===== src/common/iomp_regs.vh =====
// register map, field positions and timing constants of the i/o monitor and position capture block
// assumes word addresses of the 16-bit register port; 32-bit values take two words
`ifndef IOMP_REGS_VH
`define IOMP_REGS_VH

`define IOMP_ADDR_W            16
`define IOMP_DATA_W            16
`define IOMP_POS_W             32

// word addresses, low half in little-endian order
`define IOMP_ADDR_INPUT_LEVELS  16'h03f0
`define IOMP_ADDR_OUTPUT_LEVELS 16'h03f2
`define IOMP_ADDR_FALL_POS      16'h03f6
`define IOMP_ADDR_RISE_POS      16'h03f8
`define IOMP_ADDR_CAP_STATUS    16'h03fa
`define IOMP_ADDR_CAP_CONTROL   16'h042a
`define IOMP_ADDR_HALF_STEP     16'h0001

// input_levels fields
`define IOMP_IN_NEG_LIMIT      0
`define IOMP_IN_POS_LIMIT      1
`define IOMP_IN_PROXIMITY      2
`define IOMP_IN_GEN_LSB        16
`define IOMP_IN_TORQUE_OFF     24

// output_levels fields
`define IOMP_OUT_BRAKE         0
`define IOMP_OUT_GEN_LSB       16

// capture_status fields
`define IOMP_ST_ENABLED        0
`define IOMP_ST_RISE_DONE      1
`define IOMP_ST_FALL_DONE      2
`define IOMP_ST_SOURCE         6
`define IOMP_ST_LEVEL          7

// capture_control fields
`define IOMP_CTL_ENABLE        0
`define IOMP_CTL_SOURCE        2
`define IOMP_CTL_RISE_EN       4
`define IOMP_CTL_FALL_EN       5
`define IOMP_CTL_RESET         16'h0000
`define IOMP_CTL_MASK          16'h0035

`define IOMP_POS_RESET         32'h0000_0000
`define IOMP_WORD_ZERO         16'h0000

// capture latency bound and clock rate
`define IOMP_CLK_HZ            50000000
`define IOMP_CAP_DELAY_MAX_US  300
`define IOMP_CAP_DELAY_MAX_CYC ((`IOMP_CAP_DELAY_MAX_US * (`IOMP_CLK_HZ / 1000000)))

`endif


===== src/design/iomp_sync.v =====
// three-stage synchroniser with agreement filter for one pin input
// assumes the input is asynchronous to i_clk; output moves once stages two and three agree
module iomp_sync #(
	parameter RST_VAL = 1'b0
) (
	input  wire i_clk,  // system clock
	input  wire i_rst,  // async reset, active high
	input  wire i_pin,  // raw pin level
	output wire o_lvl   // filtered synchronised level
);
	reg s1_ff;
	reg s2_ff;
	reg s3_ff;
	reg lvl_ff;

	// stage one is read only by stage two
	always @(posedge i_clk or posedge i_rst) begin
		if (i_rst) begin
			s1_ff  <= RST_VAL;
			s2_ff  <= RST_VAL;
			s3_ff  <= RST_VAL;
			lvl_ff <= RST_VAL;
		end else begin
			s1_ff <= i_pin;
			s2_ff <= s1_ff;
			s3_ff <= s2_ff;
			if (s2_ff == s3_ff) begin
				lvl_ff <= s3_ff;
			end
		end
	end

	assign o_lvl = lvl_ff;
endmodule


===== src/design/iomp_top.v =====
// i/o status monitor, travel-limit handling and encoder position capture
// assumes one system clock; encoder count, torque-off state and outputs come from logic on i_clk
//
// Overview of operation
// input word: neg limit b0, pos limit b1, proximity b2, general inputs b16-19.
// both limit inputs on in limit mode means no motion restriction.
// any limit input going off sets internal-limit-active, status word bit 11.
// limit input going off starts a halt-style deceleration to standstill.
// after a limit stop only opposite motion allowed until that limit is on.
// torque-off variant shows torque-off state at input bit 24 when setup bit 7 set.
// output word: brake-release b0, general outputs b16-19, rest reserved.
// falling edge of capture signal stores position in falling-edge pair.
// rising edge of capture signal stores position in rising-edge pair.
// capture status bit 0 shows capture enabled.
// status bit 1 set after rising capture, bit 2 after falling capture.
// status bit 6 shows source: zero probe input, one encoder index.
// status bit 7 shows present level of the selected capture signal.
// control bit 0 enables capture; re-enabling clears stored positions.
// control bit 2 selects source: general input three or encoder index.
// control bit 4 enables rising-edge capture.
// control bit 5 enables falling-edge capture.
// position is captured within 300 us of the input switching.
// software enables only one capture edge, chosen when enabling.
// positions are signed 32-bit, read as two words in selectable order.
// capture source synchronised, edges found on synchronised level latch position.
// clearing capture enable also clears both captured flags.
`include "iomp_regs.vh"

module iomp_top (
	input  wire        i_clk,                        // system clock, 50 mhz
	input  wire        i_rst,                        // async reset, active high
	input  wire        i_neg_limit,                  // negative limit pin, high = on
	input  wire        i_pos_limit,                  // positive limit pin, high = on
	input  wire        i_proximity_input,            // proximity pin
	input  wire        i_general_input_zero,         // general input pin
	input  wire        i_general_input_one,          // general input pin
	input  wire        i_general_input_two,          // general input pin
	input  wire        i_general_input_three,        // general input pin, probe source
	input  wire        i_enc_index,                  // encoder index pulse pin
	input  wire [31:0] i_enc_position,               // live encoder count, signed
	input  wire        i_limit_mode,                 // inputs one and two act as limits
	input  wire        i_torque_off_variant,         // device has torque-off channels
	input  wire        i_torque_off_report_en,       // input setup bit 7
	input  wire        i_safe_torque_cutoff_state,   // drive in torque-off state
	input  wire        i_brake_release_out,          // brake-release output level
	input  wire        i_general_output_zero,        // general output level
	input  wire        i_general_output_one,         // general output level
	input  wire        i_general_output_two,         // general output level
	input  wire        i_general_output_three,       // general output level
	input  wire        i_motor_stopped,              // motor at standstill
	input  wire        i_big_endian,                 // word order of 32-bit reads
	input  wire [15:0] i_reg_addr,                   // register word address
	input  wire        i_reg_rd,                     // read strobe, one cycle
	input  wire        i_reg_wr,                     // write strobe, one cycle
	input  wire [15:0] i_reg_wdata,                  // write data
	output wire [15:0] o_reg_rdata,                  // read data, registered
	output wire        o_reg_ack,                    // access done, one-cycle pulse
	output wire        o_reg_err,                    // unmapped address, with ack
	output wire        o_internal_limit_active,      // status word bit 11
	output wire        o_halt_request,               // decelerate to standstill
	output wire        o_block_pos_motion,           // positive motion inhibited
	output wire        o_block_neg_motion            // negative motion inhibited
);
	localparam NPIN = 8;

	wire [NPIN-1:0] pin_raw;
	wire [NPIN-1:0] pin_lvl;

	assign pin_raw = {i_enc_index, i_general_input_three, i_general_input_two, i_general_input_one,
		i_general_input_zero, i_proximity_input, i_pos_limit, i_neg_limit};

	// sync resets low while limit pins idle high: in limit mode the blocks show until the pins pass
	genvar g;
	generate
		for (g = 0; g < NPIN; g = g + 1) begin : g_sync
			iomp_sync #(
				.RST_VAL (1'b0)
			) u_sync (
				.i_clk (i_clk),
				.i_rst (i_rst),
				.i_pin (pin_raw[g]),
				.o_lvl (pin_lvl[g])
			);
		end
	endgenerate

	wire       neg_lvl;
	wire       pos_lvl;
	wire       prox_lvl;
	wire [3:0] gen_lvl;
	wire       idx_lvl;

	assign neg_lvl  = pin_lvl[0];
	assign pos_lvl  = pin_lvl[1];
	assign prox_lvl = pin_lvl[2];
	assign gen_lvl  = pin_lvl[6:3];
	assign idx_lvl  = pin_lvl[7];

	// status words
	reg [31:0] in_word;
	reg [31:0] out_word;

	always @* begin
		in_word = 32'h0000_0000;
		in_word[`IOMP_IN_NEG_LIMIT] = neg_lvl;
		in_word[`IOMP_IN_POS_LIMIT] = pos_lvl;
		in_word[`IOMP_IN_PROXIMITY] = prox_lvl;
		in_word[`IOMP_IN_GEN_LSB +: 4] = gen_lvl;
		in_word[`IOMP_IN_TORQUE_OFF] = i_torque_off_variant & i_torque_off_report_en
			& i_safe_torque_cutoff_state;
	end

	always @* begin
		out_word = 32'h0000_0000;
		out_word[`IOMP_OUT_BRAKE] = i_brake_release_out;
		out_word[`IOMP_OUT_GEN_LSB +: 4] = {i_general_output_three, i_general_output_two,
			i_general_output_one, i_general_output_zero};
	end

	// travel limits
	reg neg_prev_ff;
	reg pos_prev_ff;
	reg halt_ff;
	reg nxt_halt;

	// a tripped limit stays a block while its input is off, so the inhibit tracks the pin
	wire neg_trip;
	wire pos_trip;
	wire neg_fall;
	wire pos_fall;

	assign neg_trip = i_limit_mode & ~neg_lvl;
	assign pos_trip = i_limit_mode & ~pos_lvl;
	assign neg_fall = i_limit_mode & neg_prev_ff & ~neg_lvl;
	assign pos_fall = i_limit_mode & pos_prev_ff & ~pos_lvl;

	always @* begin
		nxt_halt = halt_ff;
		if (i_motor_stopped) begin
			nxt_halt = 1'b0;
		end
		// a new trip wins over the standstill clear
		if (neg_fall | pos_fall) begin
			nxt_halt = 1'b1;
		end
	end

	always @(posedge i_clk or posedge i_rst) begin
		if (i_rst) begin
			neg_prev_ff <= 1'b0;
			pos_prev_ff <= 1'b0;
			halt_ff     <= 1'b0;
		end else begin
			neg_prev_ff <= neg_lvl;
			pos_prev_ff <= pos_lvl;
			halt_ff     <= nxt_halt;
		end
	end

	assign o_internal_limit_active = neg_trip | pos_trip;
	assign o_halt_request          = halt_ff;
	assign o_block_neg_motion      = neg_trip;
	assign o_block_pos_motion      = pos_trip;

	// capture control
	reg [15:0] ctl_ff;
	reg [15:0] nxt_ctl;
	wire       ctl_wr;

	// only the four defined control bits are kept, the rest read back as zero
	assign ctl_wr = i_reg_wr & (i_reg_addr == `IOMP_ADDR_CAP_CONTROL);

	always @* begin
		nxt_ctl = ctl_ff;
		if (ctl_wr) begin
			nxt_ctl = i_reg_wdata & `IOMP_CTL_MASK;
		end
	end

	wire cap_en;
	wire cap_src;
	wire rise_en;
	wire fall_en;
	wire enabling;

	assign cap_en   = ctl_ff[`IOMP_CTL_ENABLE];
	assign cap_src  = ctl_ff[`IOMP_CTL_SOURCE];
	assign rise_en  = ctl_ff[`IOMP_CTL_RISE_EN];
	assign fall_en  = ctl_ff[`IOMP_CTL_FALL_EN];
	assign enabling = ~cap_en & nxt_ctl[`IOMP_CTL_ENABLE];

	// capture engine
	// i_enc_position is on i_clk already, so it is taken without a synchroniser
	reg        src_prev_ff;
	reg        lvl_prev_ff;
	reg        rise_done_ff;
	reg        fall_done_ff;
	reg [31:0] rise_pos_ff;
	reg [31:0] fall_pos_ff;
	reg        nxt_rise_done;
	reg        nxt_fall_done;
	reg [31:0] nxt_rise_pos;
	reg [31:0] nxt_fall_pos;

	wire sel_lvl;
	wire src_steady;
	wire edge_rise;
	wire edge_fall;

	assign sel_lvl    = cap_src ? idx_lvl : gen_lvl[3];
	// a source switch can fake an edge, so the cycle after a change is ignored
	assign src_steady = (src_prev_ff == cap_src);
	// sync plus edge stage is a handful of cycles, far inside the latency bound
	assign edge_rise  = src_steady & sel_lvl & ~lvl_prev_ff;
	assign edge_fall  = src_steady & ~sel_lvl & lvl_prev_ff;

	always @* begin
		nxt_rise_done = rise_done_ff;
		nxt_fall_done = fall_done_ff;
		nxt_rise_pos  = rise_pos_ff;
		nxt_fall_pos  = fall_pos_ff;
		if (!cap_en) begin
			nxt_rise_done = 1'b0;
			nxt_fall_done = 1'b0;
		end else begin
			if (edge_rise & rise_en) begin
				nxt_rise_pos  = i_enc_position;
				nxt_rise_done = 1'b1;
			end
			if (edge_fall & fall_en) begin
				nxt_fall_pos  = i_enc_position;
				nxt_fall_done = 1'b1;
			end
		end
		// both edges enabled together is left to software; each still works on its own
		if (enabling) begin
			nxt_rise_pos = `IOMP_POS_RESET;
			nxt_fall_pos = `IOMP_POS_RESET;
		end
	end

	always @(posedge i_clk or posedge i_rst) begin
		if (i_rst) begin
			ctl_ff       <= `IOMP_CTL_RESET;
			src_prev_ff  <= 1'b0;
			lvl_prev_ff  <= 1'b0;
			rise_done_ff <= 1'b0;
			fall_done_ff <= 1'b0;
			rise_pos_ff  <= `IOMP_POS_RESET;
			fall_pos_ff  <= `IOMP_POS_RESET;
		end else begin
			ctl_ff       <= nxt_ctl;
			src_prev_ff  <= cap_src;
			lvl_prev_ff  <= sel_lvl;
			rise_done_ff <= nxt_rise_done;
			fall_done_ff <= nxt_fall_done;
			rise_pos_ff  <= nxt_rise_pos;
			fall_pos_ff  <= nxt_fall_pos;
		end
	end

	reg [15:0] cap_status;

	always @* begin
		cap_status = `IOMP_WORD_ZERO;
		cap_status[`IOMP_ST_ENABLED]   = cap_en;
		cap_status[`IOMP_ST_RISE_DONE] = rise_done_ff;
		cap_status[`IOMP_ST_FALL_DONE] = fall_done_ff;
		cap_status[`IOMP_ST_SOURCE]    = cap_src;
		// filtered level, a few cycles behind the pin
		cap_status[`IOMP_ST_LEVEL]     = sel_lvl;
	end

	// register read port
	// halves are read one at a time, so a capture between the two reads can tear a value
	function [15:0] half_sel;
		input [31:0] word;
		input        upper_addr;
		input        big;
		begin
			// little endian: base word low half; big endian: base word high half
			half_sel = (upper_addr ^ big) ? word[31:16] : word[15:0];
		end
	endfunction

	reg [15:0] rdata_ff;
	reg        ack_ff;
	reg        err_ff;
	reg [15:0] nxt_rdata;
	reg        hit;

	always @* begin
		nxt_rdata = `IOMP_WORD_ZERO;
		hit       = 1'b1;
		case (i_reg_addr)
			`IOMP_ADDR_INPUT_LEVELS:
				nxt_rdata = half_sel(in_word, 1'b0, i_big_endian);
			`IOMP_ADDR_INPUT_LEVELS + `IOMP_ADDR_HALF_STEP:
				nxt_rdata = half_sel(in_word, 1'b1, i_big_endian);
			`IOMP_ADDR_OUTPUT_LEVELS:
				nxt_rdata = half_sel(out_word, 1'b0, i_big_endian);
			`IOMP_ADDR_OUTPUT_LEVELS + `IOMP_ADDR_HALF_STEP:
				nxt_rdata = half_sel(out_word, 1'b1, i_big_endian);
			`IOMP_ADDR_FALL_POS:
				nxt_rdata = half_sel(fall_pos_ff, 1'b0, i_big_endian);
			`IOMP_ADDR_FALL_POS + `IOMP_ADDR_HALF_STEP:
				nxt_rdata = half_sel(fall_pos_ff, 1'b1, i_big_endian);
			`IOMP_ADDR_RISE_POS:
				nxt_rdata = half_sel(rise_pos_ff, 1'b0, i_big_endian);
			`IOMP_ADDR_RISE_POS + `IOMP_ADDR_HALF_STEP:
				nxt_rdata = half_sel(rise_pos_ff, 1'b1, i_big_endian);
			`IOMP_ADDR_CAP_STATUS:
				nxt_rdata = cap_status;
			`IOMP_ADDR_CAP_CONTROL:
				nxt_rdata = ctl_ff;
			default: begin
				nxt_rdata = `IOMP_WORD_ZERO;
				hit       = 1'b0;
			end
		endcase
	end

	// writes to read-only words are acknowledged and dropped
	always @(posedge i_clk or posedge i_rst) begin
		if (i_rst) begin
			rdata_ff <= `IOMP_WORD_ZERO;
			ack_ff   <= 1'b0;
			err_ff   <= 1'b0;
		end else begin
			ack_ff <= i_reg_rd | i_reg_wr;
			err_ff <= (i_reg_rd | i_reg_wr) & ~hit;
			if (i_reg_rd) begin
				rdata_ff <= nxt_rdata;
			end
		end
	end

	assign o_reg_rdata = rdata_ff;
	assign o_reg_ack   = ack_ff;
	assign o_reg_err   = err_ff;
endmodule


===== config.mk =====
export PLATFORM = sky130hd
export DESIGN_NAME = iomp_top
export DESIGN_NICKNAME = d
export VERILOG_FILES = /design/src/design/iomp_sync.v /design/src/design/iomp_top.v
export VERILOG_INCLUDE_DIRS = /design/src /design/src/common
export SDC_FILE = /design/constraint.sdc
export NUM_CORES = 1
export LEC_CHECK = 0
export ABC_AREA = 1
export ABC_CLOCK_PERIOD_IN_PS = 6320
export BUFFER_PORTS_ARGS = -buffer_cell sky130_fd_sc_hd__buf_2
export CORE_ASPECT_RATIO = 1.1
export CORE_MARGIN = 10
export CORE_UTILIZATION = 55
export DETAILED_ROUTE_END_ITERATION = 12
export PLACE_DENSITY = 0.82
export SETUP_SLACK_MARGIN = 0.3
export SYNTH_ARGS = -nofsm -noshare
export SYNTH_HDL_FRONTEND = slang
export SYNTH_SLANG_ARGS = --single-unit
export TNS_END_PERCENT = 20

===== constraint.sdc =====
create_clock -name i_clk -period 6.32 [get_ports i_clk]
set_input_delay 0.316 -clock i_clk [delete_from_list [all_inputs] [get_ports i_clk]]
set_output_delay 0.316 -clock i_clk [all_outputs]
set_load 0.005 [all_outputs]

==> results.yml, run 1 <==
run_status:
  run_status: "finished clean"
yosys:
  post_synth_num_cell_types: 33
  post_synth_fa_ha_maj_area_fraction_pct: 1.20
  synth_mux_area_share_pct: 0.450
  synth.net_count: 957
  synth_enable_flop_cells: 0
  synth_largest_area_cell: "dfrtp_1"
  xor_xnor_share_of_the_synthesized_area_pct: 0.131
  synth_async_sr_flop_share_pct: 100
  yosys_most_used_dff: "dfrtp_1"
  postSynthAreaPerCell_um2: 7.66
  synth_area_leaders: "dfrtp_1 47%, nand2_1 13%, nand3_1 12%, nor2_1 4.5%, inv_1 3.2%"
  main_combinational_cell_family_by_area_after_synthesis: "simple AND/OR/NAND/NOR gates"
  yosys.area.top_type_share_pct: 46.9
  ys_warn_count: 0
  mappedNetlistArea_mm2: 0.00667
  synth_cells: 870
  ys_ff_latch: 125
  synth_compound_gate_area_share_pct: 8.45
  synth-simple-area-share_pct: 33.7
  yosysSeqAreaShare_pct: 46.9
sta:
  worst_slew_pin_slew_ps: 1270
  final_max_slew_viol_count: 0
  fin_setup_tns_ps: 0
  slew_headroom_pct: 15.3
  achievable-frequency_mhz: 435
  final.min_clock_period_ps: 2300
  final.setup_skew_ps: 8.39
  setup-violations-final: 0
  post-route-period-util_pct: 36.4
  rsz0062_at_grt: "no"
  report.final.hold_viol_count: 0
power:
  power_switching_uw: 449
  worst_ir_drop_vdd_mv: 0.147
  power.clock.fraction_pct: 50.3
  power_density_over_the_cells_mw_per_mm2: 247
  sw_frac_of_total_pct: 23.6
  seqPwrFrac_pct: 43.6
  comb_power_share_pct: 6.0
  leakagePower_uw: 0.00402
  power.internal_uw: 1450
placement:
  placed_cell_area_mm2: 0.00703
  routabilityCongestion: 0.843
  io_buffer_count: 96
  dpl.hpwl_um: 11300
cts:
  cts_max_path_buffers: 2
  clk_pin_slew_ps: 60
  cts_max_level: 4
  post_cts_sizing: 0
  cts-buffers-inserted: 17
  post_cts_hold_buffer_count: 2
  root_cell_of_the_clock_tree: "clkbuf_16"
  clock_sink_count: 125
  clkLatencyLatePin_ps: 420
  cts_tree: "yes"
  post_cts_buffers: 0
final_layout:
  filler_cell_count: 999
  final-seq-area_mm2: 0.00313
  area_growth_pct: 15.2
  stdcell_area_mm2: 0.00768
  num-nets-final: 1030
  multi_input_area_mm2: 0.00294
  layout-drive-gt1-share_pct: 17.1
critical_path:
  crit_path_max_incr_delay_ps: 660
  worstSetupEndpointType: "flip-flop"
  critical_path_required_ps: 6630
  crit_arrival_ps: 2610
  crit_path_max_fanout: 82
  timing.critical_path.mode_cell: "nand2_1"
  setup.worst_path.start_class: "input port"
  worstPathCellList: "buf_2 > buf_4 > inv_2 > nand2_1 > o21ai_0 > nand3_1 > nand2_1 > nor2_1 > nand3_1 > nand2_1 > nand2_1"
  crit_slowest_cell: "inv_2"
  crit_type: "in -> reg"
floorplanning:
  chipWidth_um: 125
  die_h_um: 135
  io_pins: 109
  placeable_core_area_mm2: 0.0119
  initial_core_util_pct: 55.9
  std_cell_rows: 42
  die_area_mm2: 0.0169
grt:
  grt.total_usage_pct: 21.0
  grt_first_pass_wirelength_um: 29200
  grt_pass1_vias: 5871
  antenna_found_initial: 8
  global_route.overflow_total: 0
  grt_start_max_net_pins: 129
detailed_routing:
  drtIter0Drc: 625
  first_pass_iters: 5
  post_drt_via_cell_ratio: 5.54
  detail-route-antenna-nets: 0
  drcViolationCount: 0
  wl_per_cell_um: 16.0
  total_routed_wirelength_um: 17800
  vias: 6167
min_path:
  timing.hold.worst.class: "in -> reg"
flow_run:
  cap_viol_max_count: 0
[sequential cells by signal, summed over array words and instances (netlist names)]
register,flops
fall_pos_ff,32
rise_pos_ff,32
o_reg_rdata,16
g_sync.u_sync.o_lvl,8
g_sync.u_sync.s1_ff,8
g_sync.u_sync.s2_ff,8
g_sync.u_sync.s3_ff,8
ctl_ff,4
fall_done_ff,1
lvl_prev_ff,1
neg_prev_ff,1
o_halt_request,1
o_reg_ack,1
o_reg_err,1
pos_prev_ff,1
rise_done_ff,1
src_prev_ff,1
[power by group through the flow]
stage	combinational (uW)	sequential, uW	clock (uW)
after floorplan	65.2	839	0
after global placement	107	841	0
after detailed placement	111	842	0
after CTS	113	829	955
after global routing	130	830	1000
final	115	828	956
[critical path: cells and delay by family]
family / cells / cell delay (ps)
AO/OA/AOI/OAI: 1 / 130
buffers and inverters: 3 / 1340
AND/OR/NAND/NOR: 7 / 790
[logic make-up (layout without fill, tap and decap cells)]
kind of cell    count (synthesis)  in the layout
other cells                     0              4
compound gates                105            105
fa+ha+maj                       8              8
mux                             3              3
buf+inv                       119            204
xor+xnor                        1              1
flops                         125            125
simple gates                  509            509
[area by class of cell]
class / instances / share of cell area (%)
clock inverter: 13 / 1.86
antenna: 4 / 0.130
clock buffer: 18 / 5.72
multi-input combinational: 626 / 38.3
inverter: 66 / 3.27
timing repair buffer: 107 / 7.53
sequential: 125 / 40.7
tap: 154 / 2.51
[metal layers]
metal	global-route usage (%)	wire length [um]	part of all wire, %	up-vias
met2	33.0	8210	46	271
met3	7.09	1720	9.7	49
met1	26.3	7440	42	2846
met4	7.94	399	2.2	6
met5	0	34	0.19	-
li1	-	-	-	2995
[worst paths after layout]
| check | slack, ps | to | startpoint | depth (start not counted) |
|---|---|---|---|---|
| min reg2reg | 350 | g_sync[4].u_sync.s2_ff | g_sync[4].u_sync.s1_ff | 0 |
| min | 2 | g_sync[3].u_sync.s1_ff | i_general_input_zero | 1 |
| max reg2reg | 4200 | fall_pos_ff[13] | ctl_ff[2] | 7 |
| min in group asynchronous | 70 | g_sync[4].u_sync.s1_ff | i_rst | 2 |
| max | 4020 | o_reg_rdata[2] | i_big_endian | 11 |
| max in group asynchronous | 5010 | o_reg_rdata[11] | i_rst | 3 |
[Yosys cell counts (3+ instances only)]
cell type,number
nand2_1,234
nand3_1,165
dfrtp_1,125
nor2_1,80
inv_1,57
o21ai_0,35
a21oi_1,34
o21ai_1,25
buf_2,19
buf_6,16
clkbuf_1,9
inv_2,8
maj3_1,8
o2111ai_1,7
nand2_2,6
buf_1,5
buf_4,4
nand3_2,4
nand3b_1,4
nor2_4,4
and2_1,3
mux2i_1,3
nor2_2,3
[layout by cell type (no fill, tap or decap), drive strengths merged, types with 8 or more instances in the layout]
cell / Yosys / final
inv: 65 / 67
o21ai: 61 / 61
dfrtp: 125 / 125
maj3: 8 / 8
a21oi: 34 / 34
nand2: 240 / 240
clkbuf: 9 / 18
buf: 44 / 101
nand3: 170 / 170
clkinv: 1 / 8
nor2: 87 / 87
[stage by stage]
step | hold WS, ps | setup WS (ps) | power (uW) | instances | util (%)
5_1_grt | 4.01 | 3790 | 1960 | 1111 | 64.3
6_report | 1.55 | 4020 | 1900 | 1113 | 64.4
3_5_place_dp | 340 | 3700 | 953 | 1072 | 58.9
2_1_floorplan | 331 | 2680 | 905 | 870 | -
4_1_cts | 0.622 | 4100 | 1900 | 1105 | 64.0
3_3_place_gp | 332 | 3720 | 948 | 1072 | 58.9
No activity file was read; power rests on OpenSTA's default activity.
==> run 2, diff against run 1 <==
--- a/config.mk
+++ b/config.mk
@@ -6,14 +6,14 @@
 export SDC_FILE = /design/constraint.sdc
 export NUM_CORES = 1
 export LEC_CHECK = 0
-export ABC_AREA = 1
-export ABC_CLOCK_PERIOD_IN_PS = 6320
+export ABC_AREA = 0
+export ABC_CLOCK_PERIOD_IN_PS = 2300
 export BUFFER_PORTS_ARGS = -buffer_cell sky130_fd_sc_hd__buf_2
 export CORE_ASPECT_RATIO = 1.1
 export CORE_MARGIN = 10
 export CORE_UTILIZATION = 55
 export DETAILED_ROUTE_END_ITERATION = 12
-export PLACE_DENSITY = 0.82
+export PLACE_DENSITY = 0.83
 export SETUP_SLACK_MARGIN = 0.3
 export SYNTH_ARGS = -nofsm -noshare
 export SYNTH_HDL_FRONTEND = slang
==> constraint.sdc (replaced) <==
create_clock -name i_clk -period 2.3 [get_ports i_clk]
set_input_delay 0.115 -clock i_clk [delete_from_list [all_inputs] [get_ports i_clk]]
set_output_delay 0.115 -clock i_clk [all_outputs]
set_load 0.005 [all_outputs]
==> run 2 against run 1 <==
- worst setup slack worse by 3700 ps
- critical path depth shrank 6
- flip-flop and latch count did not move
- clock power increased to 3.0 times the previous value
==> results.yml, run 2 <==
run_status:
  run_status: "finished clean"
cts:
  root_cell_of_the_clock_tree: "clkbuf_16"
  clock_sink_count: 125
  post_cts_buffers: 0
  cts_max_path_buffers: 2
  cts-buffers-inserted: 17
  cts_max_level: 4
  cts_tree: "yes"
  clkLatencyLatePin_ps: 420
  clk_pin_slew_ps: 60
grt:
  grt_pass1_vias: 5261
  global_route.overflow_total: 0
  use_met3_pct: 6.78
  grt_first_pass_wirelength_um: 28000
  gr-usage-met1_pct: 27.8
  global_route.usage.met2_pct: 38.9
  antenna_found_initial: 1
  busiest_layer: "met2"
  grt.total_usage_pct: 23.4
  grt_start_max_net_pins: 88
yosys:
  netlist_top_cells_count: "162 x nand2_1, 125 x dfrtp_1, 67 x a21oi_1"
  postSynthAreaPerCell_um2: 10.1
  mappedNetlistArea_mm2: 0.00583
  synth_largest_area_cell: "dfrtp_1"
  synth_area_leaders: "dfrtp_1 54%, nand2_1 10%, mux2_2 5.8%, a21oi_1 5.8%, mux2i_1 3.8%"
  synth.net_count: 663
  synth_cells: 576
  synth_async_sr_flop_share_pct: 100
  yosys_most_used_dff: "dfrtp_1"
  yosys.area.top_type_share_pct: 53.7
  ys_warn_count: 0
  yosysSeqAreaShare_pct: 53.7
  ys_ff_latch: 125
  post_synth_num_cell_types: 60
  synthMostInstantiatedCell: "nand2_1"
  synth_enable_flop_cells: 0
sta:
  report.final.hold_viol_count: 0
  fin_setup_tns_ps: 0
  final_max_slew_viol_count: 0
  post-route-period-util_pct: 84.0
  slew_headroom_pct: 59.3
  final.setup_skew_ps: 8.19
  final.min_clock_period_ps: 1930
  fin_ws_ps: 369
  worst_slew_pin_slew_ps: 605
  rsz0062_at_grt: "no"
  setup-violations-final: 0
  achievable-frequency_mhz: 518
placement:
  routabilityCongestion: 0.894
  dpl.hpwl_um: 11400
  io_buffer_count: 96
  pre_cts_slack_ps: 371
detailed_routing:
  first_pass_iters: 7
  detail-route-antenna-nets: 0
  vias: 5079
  total_routed_wirelength_um: 17600
  drtIter0Drc: 483
  post_drt_via_cell_ratio: 5.78
  wl_per_cell_um: 20.0
  drcViolationCount: 0
flow_run:
  cap_viol_max_count: 0
power:
  total_power_uw: 5630
  power_density_over_the_cells_mw_per_mm2: 733
  seqPwrFrac_pct: 40.7
  power.internal_uw: 4410
  power_switching_uw: 1220
  comb_power_share_pct: 7.6
  leakagePower_uw: 0.00350
  sw_frac_of_total_pct: 21.7
  power.clock.fraction_pct: 51.8
  worst_ir_drop_vdd_mv: 0.605
min_path:
  timing.hold.worst.class: "in -> reg"
critical_path:
  worstPathCellList: "mux2_2 > nor3_2 > buf_12 > nand2_1 > a21oi_1"
  crit_arrival_ps: 2250
  crit_slowest_cell: "dfrtp_1"
  crit_path_max_incr_delay_ps: 470
  crit_type: "reg -> reg"
  setup.worst_path.start_class: "flip-flop"
  worstSetupEndpointType: "flip-flop"
  critical_path_required_ps: 2610
  crit_path_max_fanout: 29
final_layout:
  final_common_cell: "nand2_1"
  final_core_util_pct: 73.9
  num-nets-final: 809
  area_growth_pct: 31.7
  layout-drive-gt1-share_pct: 27.1
  mostFrequentLayoutCells: "162 x nand2_1, 125 x dfrtp_1, 96 x buf_2"
floorplanning:
  io_pins: 109
  initial_core_util_pct: 56.1
  die_area_mm2: 0.0151
  chipWidth_um: 118
  die_h_um: 128
  placeable_core_area_mm2: 0.0104
  std_cell_rows: 39
-- run 2: power groups by stage --
stage | clock (uW) | sequential, uW | combinational, uW
2_1_floorplan | 0 | 2320 | 191
3_3_place_gp | 0 | 2320 | 349
3_5_place_dp | 0 | 2330 | 357
4_1_cts | 2920 | 2290 | 422
5_1_grt | 3030 | 2300 | 461
6_report | 2910 | 2290 | 426
-- run 2: cells by family (layout without fill, tap and decap cells) --
group           after synthesis  in the layout  synth area share, %
compound gates              119            119                 13.2
xor+xnor                      3              3                0.451
fa+ha+maj                     8              8                 1.37
buf+inv                      43            202                 3.43
flops                       125            125                 53.7
mux                          52             52                 9.57
other cells                   0              1                    0
simple gates                226            226                 18.3
-- run 2: path summary, 6_finish.rpt --
check | startpoint | to | slack, ps | cells after the start
setup / recovery | ctl_ff[2] | fall_pos_ff[9] | 370 | 5
hold / removal | i_limit_mode | o_halt_request | 140 | 4
setup reg to reg | ctl_ff[2] | fall_pos_ff[9] | 370 | 5
hold reg to reg | g_sync[7].u_sync.s1_ff | g_sync[7].u_sync.s2_ff | 350 | 0
max in group asynchronous | i_rst | fall_pos_ff[31] | 1500 | 4
min in group asynchronous | i_rst | g_sync[6].u_sync.s3_ff | 160 | 3
-- run 2: final cells by class --
| type | instances | area [um2] |
|---|---|---|
| diodes | 1 | 2.50 |
| clock buffers | 21 | 450 |
| clock inverters | 11 | 190 |
| fillers | 698 | 2720 |
| inverters | 4 | 18.8 |
| multi-input cells | 408 | 2520 |
| flip-flops and latches | 125 | 3130 |
| well taps | 143 | 179 |
| repair buffers | 166 | 1190 |
-- run 2: stage by stage --
| step | hold slack, ps | cell area [um2] | std cells |
|---|---|---|---|
| final | 142 | 7680 | 879 |
| after global routing | 154 | 7680 | 879 |
| after CTS | 128 | 7670 | 878 |
| after detailed placement | 7.08 | 6560 | 799 |
| after global placement | -1.48 | 6560 | 799 |
| after floorplan | 146 | 5830 | 576 |
-- run 2: timing repair --
| action | in CTS | in global routing |
|---|---|---|
| gates resized for setup | 0 | 1 |
| hold buffers | 47 | 0 |
| setup endpoints to repair | 0 | 9 |
| hold endpoints to repair | 202 | 0 |
-- run 2: metal layers --
layer	part of all wire, %	wire (um)
met3	8.5	1490
met5	0	0
met1	39	6850
met2	49	8700
met4	3.0	531
-- run 2: worst max-delay path, delay by kind of cell (launching register included) --
| kind | cells | cell delay (ps) |
|---|---|---|
| flip-flops | 1 | 470 |
| multiplexers | 1 | 460 |
| AND/OR/NAND/NOR | 2 | 420 |
| buffers and inverters | 1 | 240 |
| AO/OA/AOI/OAI | 1 | 220 |
==> run 3, diff against run 2 <==
--- a/config.mk
+++ b/config.mk
@@ -7,13 +7,13 @@
 export NUM_CORES = 1
 export LEC_CHECK = 0
 export ABC_AREA = 0
-export ABC_CLOCK_PERIOD_IN_PS = 2300
+export ABC_CLOCK_PERIOD_IN_PS = 1760
 export BUFFER_PORTS_ARGS = -buffer_cell sky130_fd_sc_hd__buf_2
 export CORE_ASPECT_RATIO = 1.1
 export CORE_MARGIN = 10
-export CORE_UTILIZATION = 55
+export CORE_UTILIZATION = 50
 export DETAILED_ROUTE_END_ITERATION = 12
-export PLACE_DENSITY = 0.83
+export PLACE_DENSITY = 0.8
 export SETUP_SLACK_MARGIN = 0.3
 export SYNTH_ARGS = -nofsm -noshare
 export SYNTH_HDL_FRONTEND = slang
==> constraint.sdc (replaced) <==
create_clock -name i_clk -period 1.76 [get_ports i_clk]
set_input_delay 0.088 -clock i_clk [delete_from_list [all_inputs] [get_ports i_clk]]
set_output_delay 0.088 -clock i_clk [all_outputs]
set_load 0.005 [all_outputs]
==> run 3 against run 2 <==
- the flow now finishes with violations (setup timing)
- fmax up 7.7%
- global-route usage rose by 0.34 points
- die area increased by 8.3%
- combinational power grew 53%
- non-clock buffer count is 29 higher
- sequential share of layout area decreased by 2.8 points
- first-iteration DRC count rose by 37%
- utilization is 1.7 points lower
- hold slack worse by 43 ps
- largest power group unchanged
==> results.yml, run 3 (synthesized netlist as in run 2, its figures left out) <==
run_status:
  run_status: "finished with violations"
  failing_checks: "setup timing"
power:
  sw_frac_of_total_pct: 21.6
  worst_ir_drop_vdd_mv: 0.649
  power_switching_uw: 1580
  power_density_over_the_cells_mw_per_mm2: 890
  leakagePower_uw: 0.00380
  seqPwrFrac_pct: 40.7
  power.internal_uw: 5760
  comb_power_share_pct: 8.9
  power.clock.fraction_pct: 50.4
critical_path:
  crit_path_max_fanout: 8
  crit_type: "reg -> reg"
  critical_path_required_ps: 2090
  crit_arrival_ps: 2120
  rrSetupSlack_ps: -30
  worstSetupEndpointType: "flip-flop"
  setup.worst_path.start_class: "flip-flop"
detailed_routing:
  vias: 5593
  first_pass_iters: 6
  drtIter0Drc: 663
  drcViolationCount: 0
  detail-route-antenna-nets: 0
  wl_per_cell_um: 22.1
  total_routed_wirelength_um: 20200
  post_drt_via_cell_ratio: 6.12
floorplanning:
  io_pins: 109
  initial_core_util_pct: 50.9
  chipWidth_um: 123
  die_h_um: 133
  die_area_mm2: 0.0164
  std_cell_rows: 41
  placeable_core_area_mm2: 0.0114
placement:
  dpl.hpwl_um: 12000
  dp.cells: 827
  routabilityCongestion: 0.949
  io_buffer_count: 96
final_layout:
  final_common_cell: "nand2_1"
  fin_cells: 914
  layout-drive-gt1-share_pct: 36.1
  diodes: 0
  filler_cell_count: 731
  num-nets-final: 838
  area_growth_pct: 41.6
  mostFrequentLayoutCells: "136 x nand2_1, 124 x dfrtp_1, 96 x buf_2"
sta:
  post-route-period-util_pct: 102
  setup-violations-final: 5
  final.min_clock_period_ps: 1790
  report.final.hold_viol_count: 0
  worst_slew_pin_slew_ps: 520
  slew_headroom_pct: 65.3
  hold_ws_ps: 99.2
  rsz0062_at_grt: "yes"
  final.setup_skew_ps: 7.65
  fin_ws_ps: -32.7
  final_max_slew_viol_count: 0
  achievable-frequency_mhz: 558
cts:
  clkLatencyLatePin_ps: 420
  cts_max_path_buffers: 2
  cts_tree: "yes"
  clock_sink_count: 125
  cts_max_level: 4
  clk_pin_slew_ps: 50
  root_cell_of_the_clock_tree: "clkbuf_16"
  cts-buffers-inserted: 17
grt:
  grt_first_pass_wirelength_um: 30600
  grt.total_usage_pct: 23.8
  grt_start_max_net_pins: 65
  global_route.overflow_total: 0
  grt_pass1_vias: 5789
  antenna_found_initial: 0
flow_run:
  cap_viol_max_count: 0
min_path:
  timing.hold.worst.class: "in -> reg"
[run 3: worst paths after layout]
| path | from | endpoint | depth (start not counted) |
|---|---|---|---|
| min reg2reg | g_sync[7].u_sync.s1_ff | g_sync[7].u_sync.s2_ff | 0 |
| max | ctl_ff[2] | fall_pos_ff[15] | 7 |
| max in group asynchronous | i_rst | fall_pos_ff[28] | 4 |
| min in group asynchronous | i_rst | g_sync[6].u_sync.s1_ff | 3 |
| max reg2reg | ctl_ff[2] | fall_pos_ff[15] | 7 |
| min | i_limit_mode | o_halt_request | 4 |
[run 3: what timing repair did]
item / CTS / global route
endpoints found under the hold margin: 94 / 0
buffers inserted: 5 / 0
cloned: 2 / 1
gates resized for setup: 11 / 62
hold buffers: 47 / 0
setup endpoints to repair: 70 / 72
pin swaps: 1 / 46
[run 3: area by class of cell]
class,instances,area (um2),share of cell area [%]
clock buffer,27,533,6.46
clock inverter,5,100,1.21
inverter,4,18.8,0.227
multi-input combinational,408,2740,33.2
sequential,125,3130,37.9
tap,150,188,2.27
timing repair buffer,195,1540,18.7
[run 3: metrics by stage]
stage / area (um2) / util (%) / setup slack (ps) / total power (uW) / setup TNS (ps)
floorplan: 5840 / - / 97.5 / 3280 / 0
global placement: 6780 / 59.3 / -91.1 / 3540 / -4490
detailed placement: 6780 / 59.3 / -164 / 3560 / -8510
CTS: 8010 / 70.0 / 63.7 / 7320 / 0
global route: 8250 / 72.1 / -117 / 7550 / -1680
finish: 8250 / 72.1 / -32.7 / 7350 / -68.9
[run 3: metal layers]
layer	GRT usage (%)	share of wire, %	vias to the layer above	routed length (um)
met3	5.45	9.1	105	1850
met4	14.9	5.7	0	1150
met5	0	0	-	0
met1	27.3	35	2729	7120
li1	-	-	2391	-
met2	38.8	50	368	10100
[run 3: power groups by stage]
stage	Clock (uW)	Combinational, uW	Sequential, uW
floorplan	0	250	3030
global placement	0	511	3030
detailed placement	0	522	3030
CTS	3720	617	2990
global route	3860	696	3000
finish	3700	652	2990
[run 3: worst max-delay path, stage by stage (launching register included)]
cell and delay [ps]:
dfrtp_2 450, mux2_4 340, buf_6 140, nor3_4 220, buf_6 170, buf_16 140, nand2_1 70, a21oi_1 170
